File: src/rpc_pkg.sv
// Package for the clock page, adjust and reset control block.
// Assumes an AXI4-Lite master with 32-bit data and one aligned word per register.
package rpc_pkg;
  // Byte addresses of the registers
  localparam logic [7:0] RPC_SEC_ADDR = 8'h00;
  localparam logic [7:0] RPC_MIN_ADDR = 8'h04;
  localparam logic [7:0] RPC_YEAR_ADDR = 8'h08;
  localparam logic [7:0] RPC_PAGE_ADDR = 8'h0C;
  localparam logic [7:0] RPC_RESET_ADDR = 8'h10;
  localparam logic [7:0] RPC_ALARM_ADDR = 8'h14;
  // Field positions
  localparam int RPC_PAGE_BIT = 0;
  localparam int RPC_ALM_EN_BIT = 2;
  localparam int RPC_CLK_EN_BIT = 3;
  localparam int RPC_ADJ_BIT = 4;
  localparam int RPC_INT_EN_BIT = 7;
  localparam int RPC_ALM_RST_BIT = 4;
  localparam int RPC_SEC_RST_BIT = 5;
  localparam int RPC_DIS16_BIT = 6;
  localparam int RPC_DIS1_BIT = 7;
  // Reset values
  localparam logic [7:0] RPC_RESET_REG_INIT = 8'hC7;
  localparam logic [6:0] RPC_ALM_INIT = 7'h00;
  // Alarm init: minute 00, hour 01, day 00, weekday Sunday
  localparam logic [31:0] RPC_ALARM_INIT = 32'h0000_0100;
  // Low-speed prescaler: one tick per 1/16 s period in cycles, 16 ticks make a second
  localparam int RPC_TICK16_CYCLES = 16;
  localparam int RPC_TICKS_PER_SEC = 16;
  localparam logic [6:0] RPC_HALF_MIN = 7'h30;
  // AXI responses
  localparam logic [1:0] RPC_RESP_OKAY = 2'b00;
  localparam logic [1:0] RPC_RESP_SLVERR = 2'b10;
  // Interrupt source choice
  typedef enum {SRC_NONE, SRC_ALARM, SRC_1HZ, SRC_16HZ} rpc_src_t;
  // AXI4-Lite request and answer groups
  typedef struct packed {
    logic awvalid; logic [7:0] awaddr; logic wvalid; logic [31:0] wdata;
    logic [3:0] wstrb; logic bready; logic arvalid; logic [7:0] araddr; logic rready;
  } rpc_axi_req_t;
  typedef struct packed {
    logic awready; logic wready; logic bvalid; logic [1:0] bresp;
    logic arready; logic rvalid; logic [31:0] rdata; logic [1:0] rresp;
  } rpc_axi_rsp_t;
  // Increment a two-digit BCD value
  function automatic logic [7:0] rpc_bcd_inc(input logic [7:0] v);
    rpc_bcd_inc = (v[3:0] == 4'h9) ? {v[7:4] + 4'h1, 4'h0} : {v[7:4], v[3:0] + 4'h1};
  endfunction : rpc_bcd_inc
endpackage : rpc_pkg

File: src/rpc_axi_slave.sv
// AXI4-Lite slave front end for the control block.
// Assumes one write and one read at most in flight; answers after both AW and W arrive.
`timescale 1ns/10ps
module rpc_axi_slave import rpc_pkg::*; (
  input wire logic ref_clk_in,
  input wire logic rst_b_in,
  input wire rpc_axi_req_t req_in,
  output rpc_axi_rsp_t rsp_out,
  output logic wr_out,
  output logic [7:0] wr_addr_out,
  output logic [7:0] wr_data_out,
  output logic rd_out,
  output logic [7:0] rd_addr_out,
  input wire logic [7:0] rd_data_in,
  input wire logic rd_ok_in,
  input wire logic wr_ok_in
);
  logic aw_held_reg; // Address captured, waiting for data
  logic w_held_reg; // Data captured, waiting for address
  logic [7:0] awaddr_reg;
  logic [31:0] wdata_reg;
  logic [3:0] wstrb_reg;
  wire aw_take = req_in.awvalid & rsp_out.awready;
  wire w_take = req_in.wvalid & rsp_out.wready;
  wire both = (aw_held_reg | aw_take) & (w_held_reg | w_take) & ~rsp_out.bvalid;
  wire [7:0] cur_awaddr = aw_take ? req_in.awaddr : awaddr_reg;
  wire [31:0] cur_wdata = w_take ? req_in.wdata : wdata_reg;
  wire [3:0] cur_wstrb = w_take ? req_in.wstrb : wstrb_reg;
  wire ar_take = req_in.arvalid & rsp_out.arready;
  // Only the low byte lane carries register data
  assign wr_out = both & cur_wstrb[0];
  assign wr_addr_out = cur_awaddr;
  assign wr_data_out = cur_wdata[7:0];
  assign rd_out = ar_take;
  assign rd_addr_out = req_in.araddr;

  // Write channel: accept AW and W in either order, answer once both are held
  always_ff @(posedge ref_clk_in or negedge rst_b_in) begin
    if (!rst_b_in) begin
      aw_held_reg <= 1'b0; w_held_reg <= 1'b0; awaddr_reg <= 8'h00;
      wdata_reg <= 32'h0000_0000; wstrb_reg <= 4'h0;
      rsp_out.awready <= 1'b0; rsp_out.wready <= 1'b0;
      rsp_out.bvalid <= 1'b0; rsp_out.bresp <= RPC_RESP_OKAY;
    end else begin
      if (aw_take) awaddr_reg <= req_in.awaddr;
      if (w_take) begin
        wdata_reg <= req_in.wdata;
        wstrb_reg <= req_in.wstrb;
      end
      if (both) begin
        aw_held_reg <= 1'b0; w_held_reg <= 1'b0;
        rsp_out.bvalid <= 1'b1;
        rsp_out.bresp <= wr_ok_in ? RPC_RESP_OKAY : RPC_RESP_SLVERR;
      end else begin
        if (aw_take) aw_held_reg <= 1'b1;
        if (w_take) w_held_reg <= 1'b1;
        if (rsp_out.bvalid && req_in.bready) rsp_out.bvalid <= 1'b0;
      end
      // Ready only while the channel is empty and no answer waits
      rsp_out.awready <= ~(aw_held_reg | aw_take) & ~both & ~rsp_out.bvalid & ~rsp_out.awready;
      rsp_out.wready <= ~(w_held_reg | w_take) & ~both & ~rsp_out.bvalid & ~rsp_out.wready;
    end
  end

  // Read channel: address taken, data one cycle later
  always_ff @(posedge ref_clk_in or negedge rst_b_in) begin
    if (!rst_b_in) begin
      rsp_out.arready <= 1'b0; rsp_out.rvalid <= 1'b0;
      rsp_out.rdata <= 32'h0000_0000; rsp_out.rresp <= RPC_RESP_OKAY;
    end else begin
      rsp_out.arready <= ~rsp_out.rvalid & ~ar_take & ~rsp_out.arready;
      if (ar_take) begin
        rsp_out.rvalid <= 1'b1;
        rsp_out.rdata <= {24'h00_0000, rd_data_in};
        rsp_out.rresp <= rd_ok_in ? RPC_RESP_OKAY : RPC_RESP_SLVERR;
      end else if (rsp_out.rvalid && req_in.rready) begin
        rsp_out.rvalid <= 1'b0;
      end
    end
  end
endmodule : rpc_axi_slave

File: src/rpc_ctrl.sv
// Top of the clock page, adjust and reset control block.
// Assumes synchronous inputs on ref_clk_in; the low-speed domain is modelled by an
// internal prescaler tick; the seconds-reset request is sampled at the 16 Hz tick and the adjust request at the one-second step.
//
// Local design decisions: the AXI4-Lite slave port and the register offsets.
`timescale 1ns/10ps
module rpc_ctrl import rpc_pkg::*; (
  input wire logic ref_clk_in,
  input wire logic rst_b_in,
  input wire rpc_axi_req_t axi_req_in,
  output rpc_axi_rsp_t axi_rsp_out,
  input wire logic alarm_match_in,
  output logic clock_interrupt_request_out,
  output logic [7:0] seconds_out,
  output logic [7:0] minutes_out
);
  logic wr;
  logic [7:0] wr_addr;
  logic [7:0] wr_data;
  logic rd;
  logic [7:0] rd_addr;
  logic [7:0] rd_data; // Read mux result toward the bus
  logic rd_ok; // Read address is mapped
  logic wr_ok; // Write address is mapped
  rpc_axi_slave u_bus (
    .ref_clk_in(ref_clk_in),
    .rst_b_in(rst_b_in),
    .req_in(axi_req_in),
    .rsp_out(axi_rsp_out),
    .wr_out(wr),
    .wr_addr_out(wr_addr),
    .wr_data_out(wr_data),
    .rd_out(rd),
    .rd_addr_out(rd_addr),
    .rd_data_in(rd_data),
    .rd_ok_in(rd_ok),
    .wr_ok_in(wr_ok)
  );

  // Control and status state
  logic [7:0] page_control_reg; // Page, enables; bit 4 unused here
  logic adjust_pend_reg; // Posted seconds-adjust request
  logic sec_rst_pend_reg; // Posted seconds-counter reset request
  logic one_hz_disable_reg;
  logic sixteen_hz_disable_reg;
  logic [1:0] leap_reg; // Leap counter
  logic [7:0] year_reg; // Year digits, page zero
  logic [7:0] sec_reg; // BCD seconds
  logic [7:0] min_reg; // BCD minutes
  logic [31:0] alarm_reg; // Weekday, day, hour, minute packed a byte each
  logic [4:0] pre_reg; // Cycle prescaler toward the 16 Hz tick
  logic [3:0] tick_reg; // Sixteen ticks per second

  // Named decode
  wire page1 = page_control_reg[RPC_PAGE_BIT];
  wire clk_en = page_control_reg[RPC_CLK_EN_BIT];
  wire alm_en = page_control_reg[RPC_ALM_EN_BIT];
  wire int_en = page_control_reg[RPC_INT_EN_BIT];
  wire hit_page = wr && wr_addr == RPC_PAGE_ADDR;
  wire hit_reset = wr && wr_addr == RPC_RESET_ADDR;
  wire hit_year = wr && wr_addr == RPC_YEAR_ADDR;
  wire hit_sec = wr && wr_addr == RPC_SEC_ADDR;
  wire hit_min = wr && wr_addr == RPC_MIN_ADDR;
  wire hit_alarm = wr && wr_addr == RPC_ALARM_ADDR;
  function automatic logic rpc_mapped(input logic [7:0] a);
    rpc_mapped = a inside {RPC_SEC_ADDR, RPC_MIN_ADDR, RPC_YEAR_ADDR, RPC_PAGE_ADDR,
                           RPC_RESET_ADDR, RPC_ALARM_ADDR};
  endfunction : rpc_mapped
  assign wr_ok = rpc_mapped(wr_addr);
  assign rd_ok = rpc_mapped(rd_addr);
  // Low-speed ticks: prescaler runs even with the clock disabled
  wire tick16 = pre_reg == 5'(RPC_TICK16_CYCLES - 1);
  wire tick1 = tick16 && tick_reg == 4'(RPC_TICKS_PER_SEC - 1);
  wire sec_step = tick1 && clk_en;
  wire sec_wrap = sec_reg == 8'h59;
  wire adj_go = sec_step && adjust_pend_reg;
  wire adj_carry = sec_reg >= RPC_HALF_MIN;
  wire min_carry = adj_go ? adj_carry : (sec_step && sec_wrap);
  wire [7:0] min_inc = (min_reg == 8'h59) ? 8'h00 : rpc_bcd_inc(min_reg);

  // Interrupt source selection
  wire [2:0] src_sel = {one_hz_disable_reg, sixteen_hz_disable_reg, alm_en};
  // An enum is a two-state type, so it cannot be a net; kept as a variable
  rpc_src_t src;
  assign src = (src_sel == 3'b111) ? SRC_ALARM :
               (src_sel == 3'b010) ? SRC_1HZ :
               (src_sel == 3'b100) ? SRC_16HZ : SRC_NONE;
  wire src_event = (src == SRC_ALARM) ? (alarm_match_in && tick16) :
                   (src == SRC_1HZ) ? tick1 :
                   (src == SRC_16HZ) ? tick16 : 1'b0;
  wire irq_next = int_en && src_event;

  // Read mux
  wire [7:0] page_rd = {int_en, 2'b00, adjust_pend_reg, clk_en, alm_en, 1'b0, page1};
  wire [7:0] reset_rd = {one_hz_disable_reg, sixteen_hz_disable_reg, sec_rst_pend_reg,
                         1'b0, 4'b0111};
  wire [7:0] year_rd = page1 ? {6'b00_0000, leap_reg} : year_reg;
  assign rd_data = (rd_addr == RPC_SEC_ADDR) ? sec_reg :
                   (rd_addr == RPC_MIN_ADDR) ? min_reg :
                   (rd_addr == RPC_YEAR_ADDR) ? year_rd :
                   (rd_addr == RPC_PAGE_ADDR) ? page_rd :
                   (rd_addr == RPC_RESET_ADDR) ? reset_rd :
                   (rd_addr == RPC_ALARM_ADDR) ? alarm_reg[7:0] : 8'h00;

  // Prescaler and sixteenth counter, free running
  always_ff @(posedge ref_clk_in or negedge rst_b_in) begin
    if (!rst_b_in) begin
      pre_reg <= 5'h00;
      tick_reg <= 4'h0;
    end else begin
      pre_reg <= tick16 ? 5'h00 : pre_reg + 5'h01;
      if (tick16) tick_reg <= tick_reg + 4'h1;
    end
  end

  // Page/control register; only defined bits are stored
  always_ff @(posedge ref_clk_in or negedge rst_b_in) begin
    if (!rst_b_in) begin
      page_control_reg <= 8'h00;
    end else if (hit_page) begin
      page_control_reg <= wr_data & 8'h8D;
    end
  end

  // Adjust request: set by write of one, cleared when acted on; the set wins
  always_ff @(posedge ref_clk_in or negedge rst_b_in) begin
    if (!rst_b_in) begin
      adjust_pend_reg <= 1'b0;
    end else if (hit_page && wr_data[RPC_ADJ_BIT]) begin
      adjust_pend_reg <= 1'b1;
    end else if (adj_go) begin
      adjust_pend_reg <= 1'b0;
    end
  end

  // Reset register fields and seconds-reset request, taken at the next 16 Hz tick
  always_ff @(posedge ref_clk_in or negedge rst_b_in) begin
    if (!rst_b_in) begin
      one_hz_disable_reg <= RPC_RESET_REG_INIT[RPC_DIS1_BIT];
      sixteen_hz_disable_reg <= RPC_RESET_REG_INIT[RPC_DIS16_BIT];
      sec_rst_pend_reg <= 1'b0;
    end else begin
      if (hit_reset) begin
        one_hz_disable_reg <= wr_data[RPC_DIS1_BIT];
        sixteen_hz_disable_reg <= wr_data[RPC_DIS16_BIT];
      end
      if (hit_reset && wr_data[RPC_SEC_RST_BIT]) begin
        sec_rst_pend_reg <= 1'b1;
      end else if (tick16) begin
        sec_rst_pend_reg <= 1'b0;
      end
    end
  end

  // Leap counter and year digits share one location
  always_ff @(posedge ref_clk_in or negedge rst_b_in) begin
    if (!rst_b_in) begin
      leap_reg <= 2'b00;
      year_reg <= 8'h00;
    end else if (hit_year) begin
      if (page1) leap_reg <= wr_data[1:0];
      else year_reg <= wr_data;
    end
  end

  // Alarm registers; reset bit loads the fixed start value
  always_ff @(posedge ref_clk_in or negedge rst_b_in) begin
    if (!rst_b_in) begin
      alarm_reg <= RPC_ALARM_INIT;
    end else if (hit_reset && wr_data[RPC_ALM_RST_BIT]) begin
      alarm_reg <= RPC_ALARM_INIT;
    end else if (hit_alarm && page1) begin
      alarm_reg <= {alarm_reg[31:8], wr_data};
    end
  end

  // Seconds counter: reset, adjust, count, or software write
  always_ff @(posedge ref_clk_in or negedge rst_b_in) begin
    if (!rst_b_in) begin
      sec_reg <= 8'h00;
    end else if (sec_rst_pend_reg && tick16) begin
      sec_reg <= 8'h00;
    end else if (adj_go) begin
      sec_reg <= 8'h00;
    end else if (sec_step) begin
      sec_reg <= sec_wrap ? 8'h00 : rpc_bcd_inc(sec_reg);
    end else if (hit_sec && !page1) begin
      sec_reg <= {1'b0, wr_data[6:0]};
    end
  end

  // Minutes counter: carried by wrap or by adjust above 29 seconds
  always_ff @(posedge ref_clk_in or negedge rst_b_in) begin
    if (!rst_b_in) begin
      min_reg <= 8'h00;
    end else if (min_carry) begin
      min_reg <= min_inc;
    end else if (hit_min && !page1) begin
      min_reg <= {1'b0, wr_data[6:0]};
    end
  end

  // Outputs from flip-flops
  always_ff @(posedge ref_clk_in or negedge rst_b_in) begin
    if (!rst_b_in) begin
      clock_interrupt_request_out <= 1'b0;
      seconds_out <= 8'h00;
      minutes_out <= 8'h00;
    end else begin
      clock_interrupt_request_out <= irq_next;
      seconds_out <= sec_reg;
      minutes_out <= min_reg;
    end
  end
endmodule : rpc_ctrl

File: config.mk
export PLATFORM = sky130hd
export DESIGN_NAME = rpc_ctrl
export DESIGN_NICKNAME = d
export VERILOG_FILES = /design/src/rpc_pkg.sv /design/src/rpc_axi_slave.sv /design/src/rpc_ctrl.sv
export SDC_FILE = /design/constraint.sdc
export NUM_CORES = 1
export LEC_CHECK = 0
export ABC_CLOCK_PERIOD_IN_PS = 4460
export CORE_ASPECT_RATIO = 0.7
export CORE_MARGIN = 1
export CORE_UTILIZATION = 60
export DETAILED_ROUTE_END_ITERATION = 16
export DONT_BUFFER_PORTS = 1
export GPL_TIMING_DRIVEN = 0
export MAX_ROUTING_LAYER = met4
export PLACE_DENSITY = 0.82
export SYNTH_ARGS = -nofsm -noshare
export SYNTH_HDL_FRONTEND = slang
export SYNTH_SLANG_ARGS = --single-unit
File: constraint.sdc
create_clock -name ref_clk_in -period 4.46 [get_ports ref_clk_in]
set_input_delay 0 -clock ref_clk_in [delete_from_list [all_inputs] [get_ports ref_clk_in]]
set_output_delay 0 -clock ref_clk_in [all_outputs]
set_load 0.01 [all_outputs]
==> qor.csv, run 1 <==
metric,value,unit
outcome,completed,
grt ovf,0,
Avg Vias per Cell,5.97,
total CTS buffers,9,
ANT nets after route,0,
initial antenna violation count,0,
final slew viol count,0,
"EDFF count, synth",0,
worst path required time,4.73,ns
CTS Buffer Depth,2,
final setup violation count,0,
H-tree levels,3,
register area,2550,µm²
VDD IR max,0.429,mV
die height,77.7,µm
Core ar.,7910,µm²
layout cells sized above 1,10.3,%
Final Hold Viols,0,
DRT Pass-1 Iters,5,
"Most flops, register",u_bus.rsp_out,
Setup crit end kind,register,
CTS Sinks,102,
synthesis-stage register bit count,102,
gpl congestion,0.964,
largest cells by area after synthesis,"dfrtp_1, buf_4, nand2_1, o21ai_1, mux2_1",
MaxCap Viol Count,0,
top cell type's share of synthesized area,51.0,%
Synth Warn #,0,
Critical Path AT,3.19,ns
Synth Cell Area,4910,µm²
Fmax,343,MHz
fillers,582,
kind of critical path,reg -> reg,
cell with the most instances after synthesis,dfrtp_1,
cells after synthesis,474,
Nets,601,
PortBufs,0,
Lkg Pwr,2.56,nW
sequential area share after synthesis,52.1,%
total detailed-routing wirelength,11400,µm
# DRC,0,
vias in the first global route,3593,
Largest register FFs,15,
CTS tree,done,
largest net degree at the start of global routing,103,
Starting Density,62.1,%
asr flop ratio synth,100,%
Tot GR Track Use,29.5,%
Synth Flop Type,dfrtp_1,
Crit Path Max Fanout,10,
setup TNS,0,ns
root buffer cell,clkbuf_16,
setup repair bufs after CTS,0,
RSZ-0062 raised after global routing,no,
drt initial violations,252,
Worst Tran Pin Value,1.09,ns
first-pass GRT wire length,18100,µm
WL/cell,18.0,µm
Hold Path Class,in -> reg,
Inst Count DP,600,
Post-DP HPWL,7820,µm
I/O pins,118,
Layout Skew,0.00755,ns
Worst-Skew Late Latency,0.35,ns
Horiz. Die Dim,110,µm
final period utilization,65.4,%
diodes inserted,0,
Rows,27,
CP startpoint kind,register,
fin crit period,2.92,ns
Worst slew margin,25.1,%
Clock transition at path regs,0.07,ns
Post-Layout Cell Count,635,
power per cell area,449,nW/µm²
Die ar.,8550,µm²
vias post-DR,3790,
synth cell count leaders,"dfrtp_1, nand2_1, nor2_1, o21ai_1, buf_4",
Area Overhead vs Synth,14.5,%
Multi-input gate area,2100,µm²
mean post-synth cell area,10.4,µm²
Synth area leader,dfrtp_1,
Synth cell types,59,
## cell families (layout without fill, tap and decap cells)
| family | count (synthesis) | after routing | share of synthesized area (%) |
|---|---|---|---|
| multiplexers | 31 | 31 | 6.73 |
| XOR/XNOR | 7 | 7 | 1.25 |
| adder cells (fa/ha/maj) | 11 | 11 | 2.81 |
| AO/OA/AOI/OAI | 121 | 121 | 16.3 |
| flip-flops | 102 | 102 | 52.1 |
| AND/OR/NAND/NOR | 138 | 138 | 13.7 |
| buffers and inverters | 63 | 98 | 7.04 |
| other | 1 | 26 | 0.0764 |
## power by group
group          total (mW)  switching (mW)  leakage (nW)  internal (mW)
logic               0.542           0.339          1.14          0.202
registers            1.22           0.145          1.28           1.08
clock network       0.756           0.324         0.134          0.432
## layout make-up
type / count / share of cell area [%]
Buffer: 43 / 4.81
Clock inverter: 2 / 0.623
Multi-Input combinational cell: 334 / 37.4
Tap cell: 101 / 2.25
Sequential cell: 102 / 45.5
Clock buffer: 13 / 4.28
Timing Repair Buffer: 20 / 3.87
Inverter: 20 / 1.34
## cell usage in the layout (no fill, tap or decap), drive strengths merged, types with 3 or more instances in the layout
cell	Yosys	final
dfrtp	100	100
nand2	46	46
o21ai	46	46
nor2	34	34
buf	29	30
clkbuf	14	27
conb	1	26
inv	20	20
dlygate4sd3	0	19
mux2	16	16
mux2i	15	15
a21oi	15	15
nand3	12	12
o22ai	11	11
ha	11	11
nor3	10	10
a211oi	8	8
o31ai	6	6
a22oi	6	6
a21o	5	5
a31oi	5	5
nand3b	5	5
and3	4	4
xor2	4	4
nor2b	4	4
or3	4	4
nand4	3	3
xnor2	3	3
and2	3	3
nand4b	3	3
## metrics by stage
stage	area (µm²)	hold slack, ns	worst slack [ns]	util [%]	total power, mW
floorplan	5000	-0.296	2.22	-	1.57
global placement	5130	-0.293	1.83	64.8	1.69
detailed placement	5130	-0.293	1.67	64.8	1.72
CTS	5620	0.0120	1.61	71.1	2.51
global route	5620	0.0559	1.39	71.1	2.64
finish	5620	0.0149	1.54	71.1	2.52
## metal layers
| layer | GRT usage [%] | part of all wire [%] |
|---|---|---|
| met4 | 8.93 | 1.7 |
| met5 | - | 0 |
| met3 | 10.7 | 9.6 |
| met2 | 41.6 | 44 |
| met1 | 39.9 | 45 |
## worst max-delay path, cell delays in order, from the launching register on
cell	delay, ns
dfrtp_1	0.47
nand2_1	0.43
a31oi_1	0.55
a211oi_2	0.17
a31oi_1	0.58
clkbuf_1	0.41
o21ai_1	0.12
o21ai_1	0.10
## worst paths after layout
path | startpoint | to | slack (ns) | cells after the start
setup / recovery | u_bus.rsp_out[39]$_DFF_PN0_ | sec_reg[6]$_DFFE_PN0P_ | 1.54 | 7
min in group asynchronous | rst_b_in | minutes_out[6]$_DFF_PN0_ | 0.23 | 2
max in group asynchronous | rst_b_in | one_hz_disable_reg$_DFFE_PN1P_ | 3.81 | 2
hold / removal | axi_req_in[15] | u_bus.wdata_reg[0]$_DFF_PN0_ | 0.01 | 2
setup reg to reg | u_bus.rsp_out[39]$_DFF_PN0_ | sec_reg[6]$_DFFE_PN0P_ | 1.54 | 7
hold reg to reg | pre_reg[0]$_DFF_PN0_ | pre_reg[0]$_DFF_PN0_ | 0.47 | 1
## timing repair
action                    4_1_cts  5_1_grt
hold endpoints to repair      121        0
resized for setup               0        0
hold buffers                   20        0
Note: power is estimated with default switching activity, not from simulation.
==> run 2: changes to the inputs <==
--- a/config.mk
+++ b/config.mk
@@ -5,15 +5,15 @@
 export SDC_FILE = /design/constraint.sdc
 export NUM_CORES = 1
 export LEC_CHECK = 0
-export ABC_CLOCK_PERIOD_IN_PS = 4460
+export ABC_CLOCK_PERIOD_IN_PS = 2600
 export CORE_ASPECT_RATIO = 0.7
 export CORE_MARGIN = 1
-export CORE_UTILIZATION = 60
+export CORE_UTILIZATION = 57
 export DETAILED_ROUTE_END_ITERATION = 16
 export DONT_BUFFER_PORTS = 1
 export GPL_TIMING_DRIVEN = 0
 export MAX_ROUTING_LAYER = met4
-export PLACE_DENSITY = 0.82
+export PLACE_DENSITY = 0.81
 export SYNTH_ARGS = -nofsm -noshare
 export SYNTH_HDL_FRONTEND = slang
 export SYNTH_SLANG_ARGS = --single-unit
==> constraint.sdc (replaced) <==
create_clock -name ref_clk_in -period 2.6 [get_ports ref_clk_in]
set_input_delay 0 -clock ref_clk_in [delete_from_list [all_inputs] [get_ports ref_clk_in]]
set_output_delay 0 -clock ref_clk_in [all_outputs]
set_load 0.01 [all_outputs]
==> run 2 against run 1 <==
Against the previous run: non-clock buffer count grew 1; wire length grew 2.8%; clock-buffer cell count fell by 1; global-route usage fell by 0.66 points; clock skew shrank 0.0012 ns; critical path type unchanged; sequential share of layout area decreased by 0.69 points; die area rose by 5.1%.
==> qor.csv, run 2 (synthesis results as in run 1) <==
metric,value,unit
setup TNS,0,ns
I/O pins,118,
final setup violation count,0,
reg2reg path depth,7,
"Slowest-stage cell, CP",or4_4,
Worst R2R Start,u_bus.rsp_out[40]$_DFF_PN0_,
PortBufs,0,
final slew viol count,0,
"Most flops, register",u_bus.rsp_out,
Worst-Skew Late Latency,0.35,ns
Die ar.,8990,µm²
final period utilization,94.5,%
pre-CTS setup slack,-0.131,ns
Reg2Reg Setup Slack,0.14,ns
Critical Path AT,2.68,ns
RSZ-0062 raised after global routing,no,
Tot GR Track Use,28.9,%
overall power,4.47,mW
# DRC,0,
Setup crit end kind,register,
fillers,598,
CTS Buffer Depth,2,
CTS Sinks,102,
largest net degree at the start of global routing,103,
initial antenna violation count,0,
WL/cell,18.4,µm
CP startpoint kind,register,
Post-Layout Cell Count,637,
worst path required time,2.83,ns
Crit Path Max Fanout,10,
kind of critical path,reg -> reg,
Buf/Inv on CP,1,
Worst Tran Pin Value,1.24,ns
Horiz. Die Dim,113,µm
Layout Skew,0.00639,ns
"Largest delay share family, worst path",compound AO/OA/AOI/OAI gates,
CTS tree,done,
die height,79.6,µm
ANT nets after route,0,
largest stage delay on the critical path,0.55,ns
Clock transition at path regs,0.06,ns
outcome,completed,
diodes inserted,0,
"most common cell after layout, fill and taps aside",dfrtp_1,
Largest register FFs,15,
fin crit period,2.46,ns
total CTS buffers,9,
Final Hold Viols,0,
drt initial violations,349,
hold_sp,axi_req_in[20],
FF-to-FF End,sec_reg[6]$_DFFE_PN0P_,
Starting Density,60.5,%
VDD IR max,0.658,mV
Post-DP HPWL,8150,µm
total detailed-routing wirelength,11700,µm
vias post-DR,3831,
Rows,27,
Core ar.,8110,µm²
CP most frequent cell,o21ai_1,
H-tree levels,3,
Hold Path Class,in -> reg,
Final WS setup,0.143,ns
hold path cells,2,
DRT Pass-1 Iters,5,
Avg Vias per Cell,6.01,
Final Instance Area,5710,µm²
Inst Count DP,600,
Fmax,407,MHz
Area Overhead vs Synth,16.3,%
Worst slew margin,15.3,%
Lkg Pwr,2.60,nW
gpl congestion,0.933,
crit path cell chain,nand2_4 > or4_4 > a211oi_4 > a31oi_2 > clkbuf_2 > o21ai_1 > o21ai_1,
vias in the first global route,3737,
root buffer cell,clkbuf_16,
Nets,602,
layout cells sized above 1,12.5,%
Placed Area,5130,µm²
"commonest cells after routing, fill and taps aside","dfrtp_1, nand2_1, nor2_1, o21ai_1, buf_4",
MaxCap Viol Count,0,
power per cell area,783,nW/µm²
grt ovf,0,
WHS Endpoint,u_bus.wdata_reg[5]$_DFF_PN0_,
first-pass GRT wire length,19000,µm
[run 2: timing repair]
action | 4_1_cts | 5_1_grt
hold buffers | 20 | 0
setup buffers | 0 | 3
resized for setup | 5 | 6
pin swaps | 1 | 1
hold endpoints to repair | 122 | 0
endpoints found under the setup margin | 23 | 30
[run 2: metal layers]
layer / global-route usage [%] / vias up / wire [µm]
li1: - / 1753 / -
met1: 37.3 / 1893 / 5240
met2: 44.5 / 168 / 5310
met3: 8.43 / 17 / 995
met4: 8.95 / 0 / 173
met5: - / - / 0
[run 2: worst max path at each step]
stage / end / cells past startpoint / slack (ns) / startpoint
floorplan: alarm_reg[3]$_DFFE_PN0P_ / 8 / 0.36 / u_bus.rsp_out[40]$_DFF_PN0_
global placement: sec_reg[6]$_DFFE_PN0P_ / 7 / -0.05 / u_bus.rsp_out[39]$_DFF_PN0_
detailed placement: sec_reg[6]$_DFFE_PN0P_ / 7 / -0.13 / u_bus.rsp_out[39]$_DFF_PN0_
CTS: year_reg[4]$_DFFE_PN0P_ / 7 / 0.02 / u_bus.rsp_out[40]$_DFF_PN0_
global route: sec_reg[6]$_DFFE_PN0P_ / 7 / 0.02 / u_bus.rsp_out[40]$_DFF_PN0_
finish: sec_reg[6]$_DFFE_PN0P_ / 7 / 0.14 / u_bus.rsp_out[40]$_DFF_PN0_
[run 2: cell type report]
| cell class | instances | area (µm²) | share of cell area (%) |
|---|---|---|---|
| Inverter | 20 | 75.1 | 1.32 |
| Clock inverter | 4 | 72.6 | 1.27 |
| Sequential cell | 102 | 2560 | 44.8 |
| Multi-Input combinational cell | 334 | 2140 | 37.4 |
| Buffer | 41 | 264 | 4.63 |
| Tap cell | 101 | 126 | 2.21 |
| Timing Repair Buffer | 23 | 240 | 4.21 |
| Clock buffer | 12 | 236 | 4.14 |
[run 2: per-stage QoR]
stage / hold WS (ns) / utilization (%)
finish: 0.0253 / 70.4
detailed placement: -0.293 / 63.2
CTS: 0.00170 / 70.0
floorplan: -0.296 / -
global route: 0.0309 / 70.4
global placement: -0.293 / 63.2
[run 2: power breakdown]
group          internal, mW  switching (mW)
registers              1.85           0.262
clock network         0.843           0.560
logic                 0.350           0.604
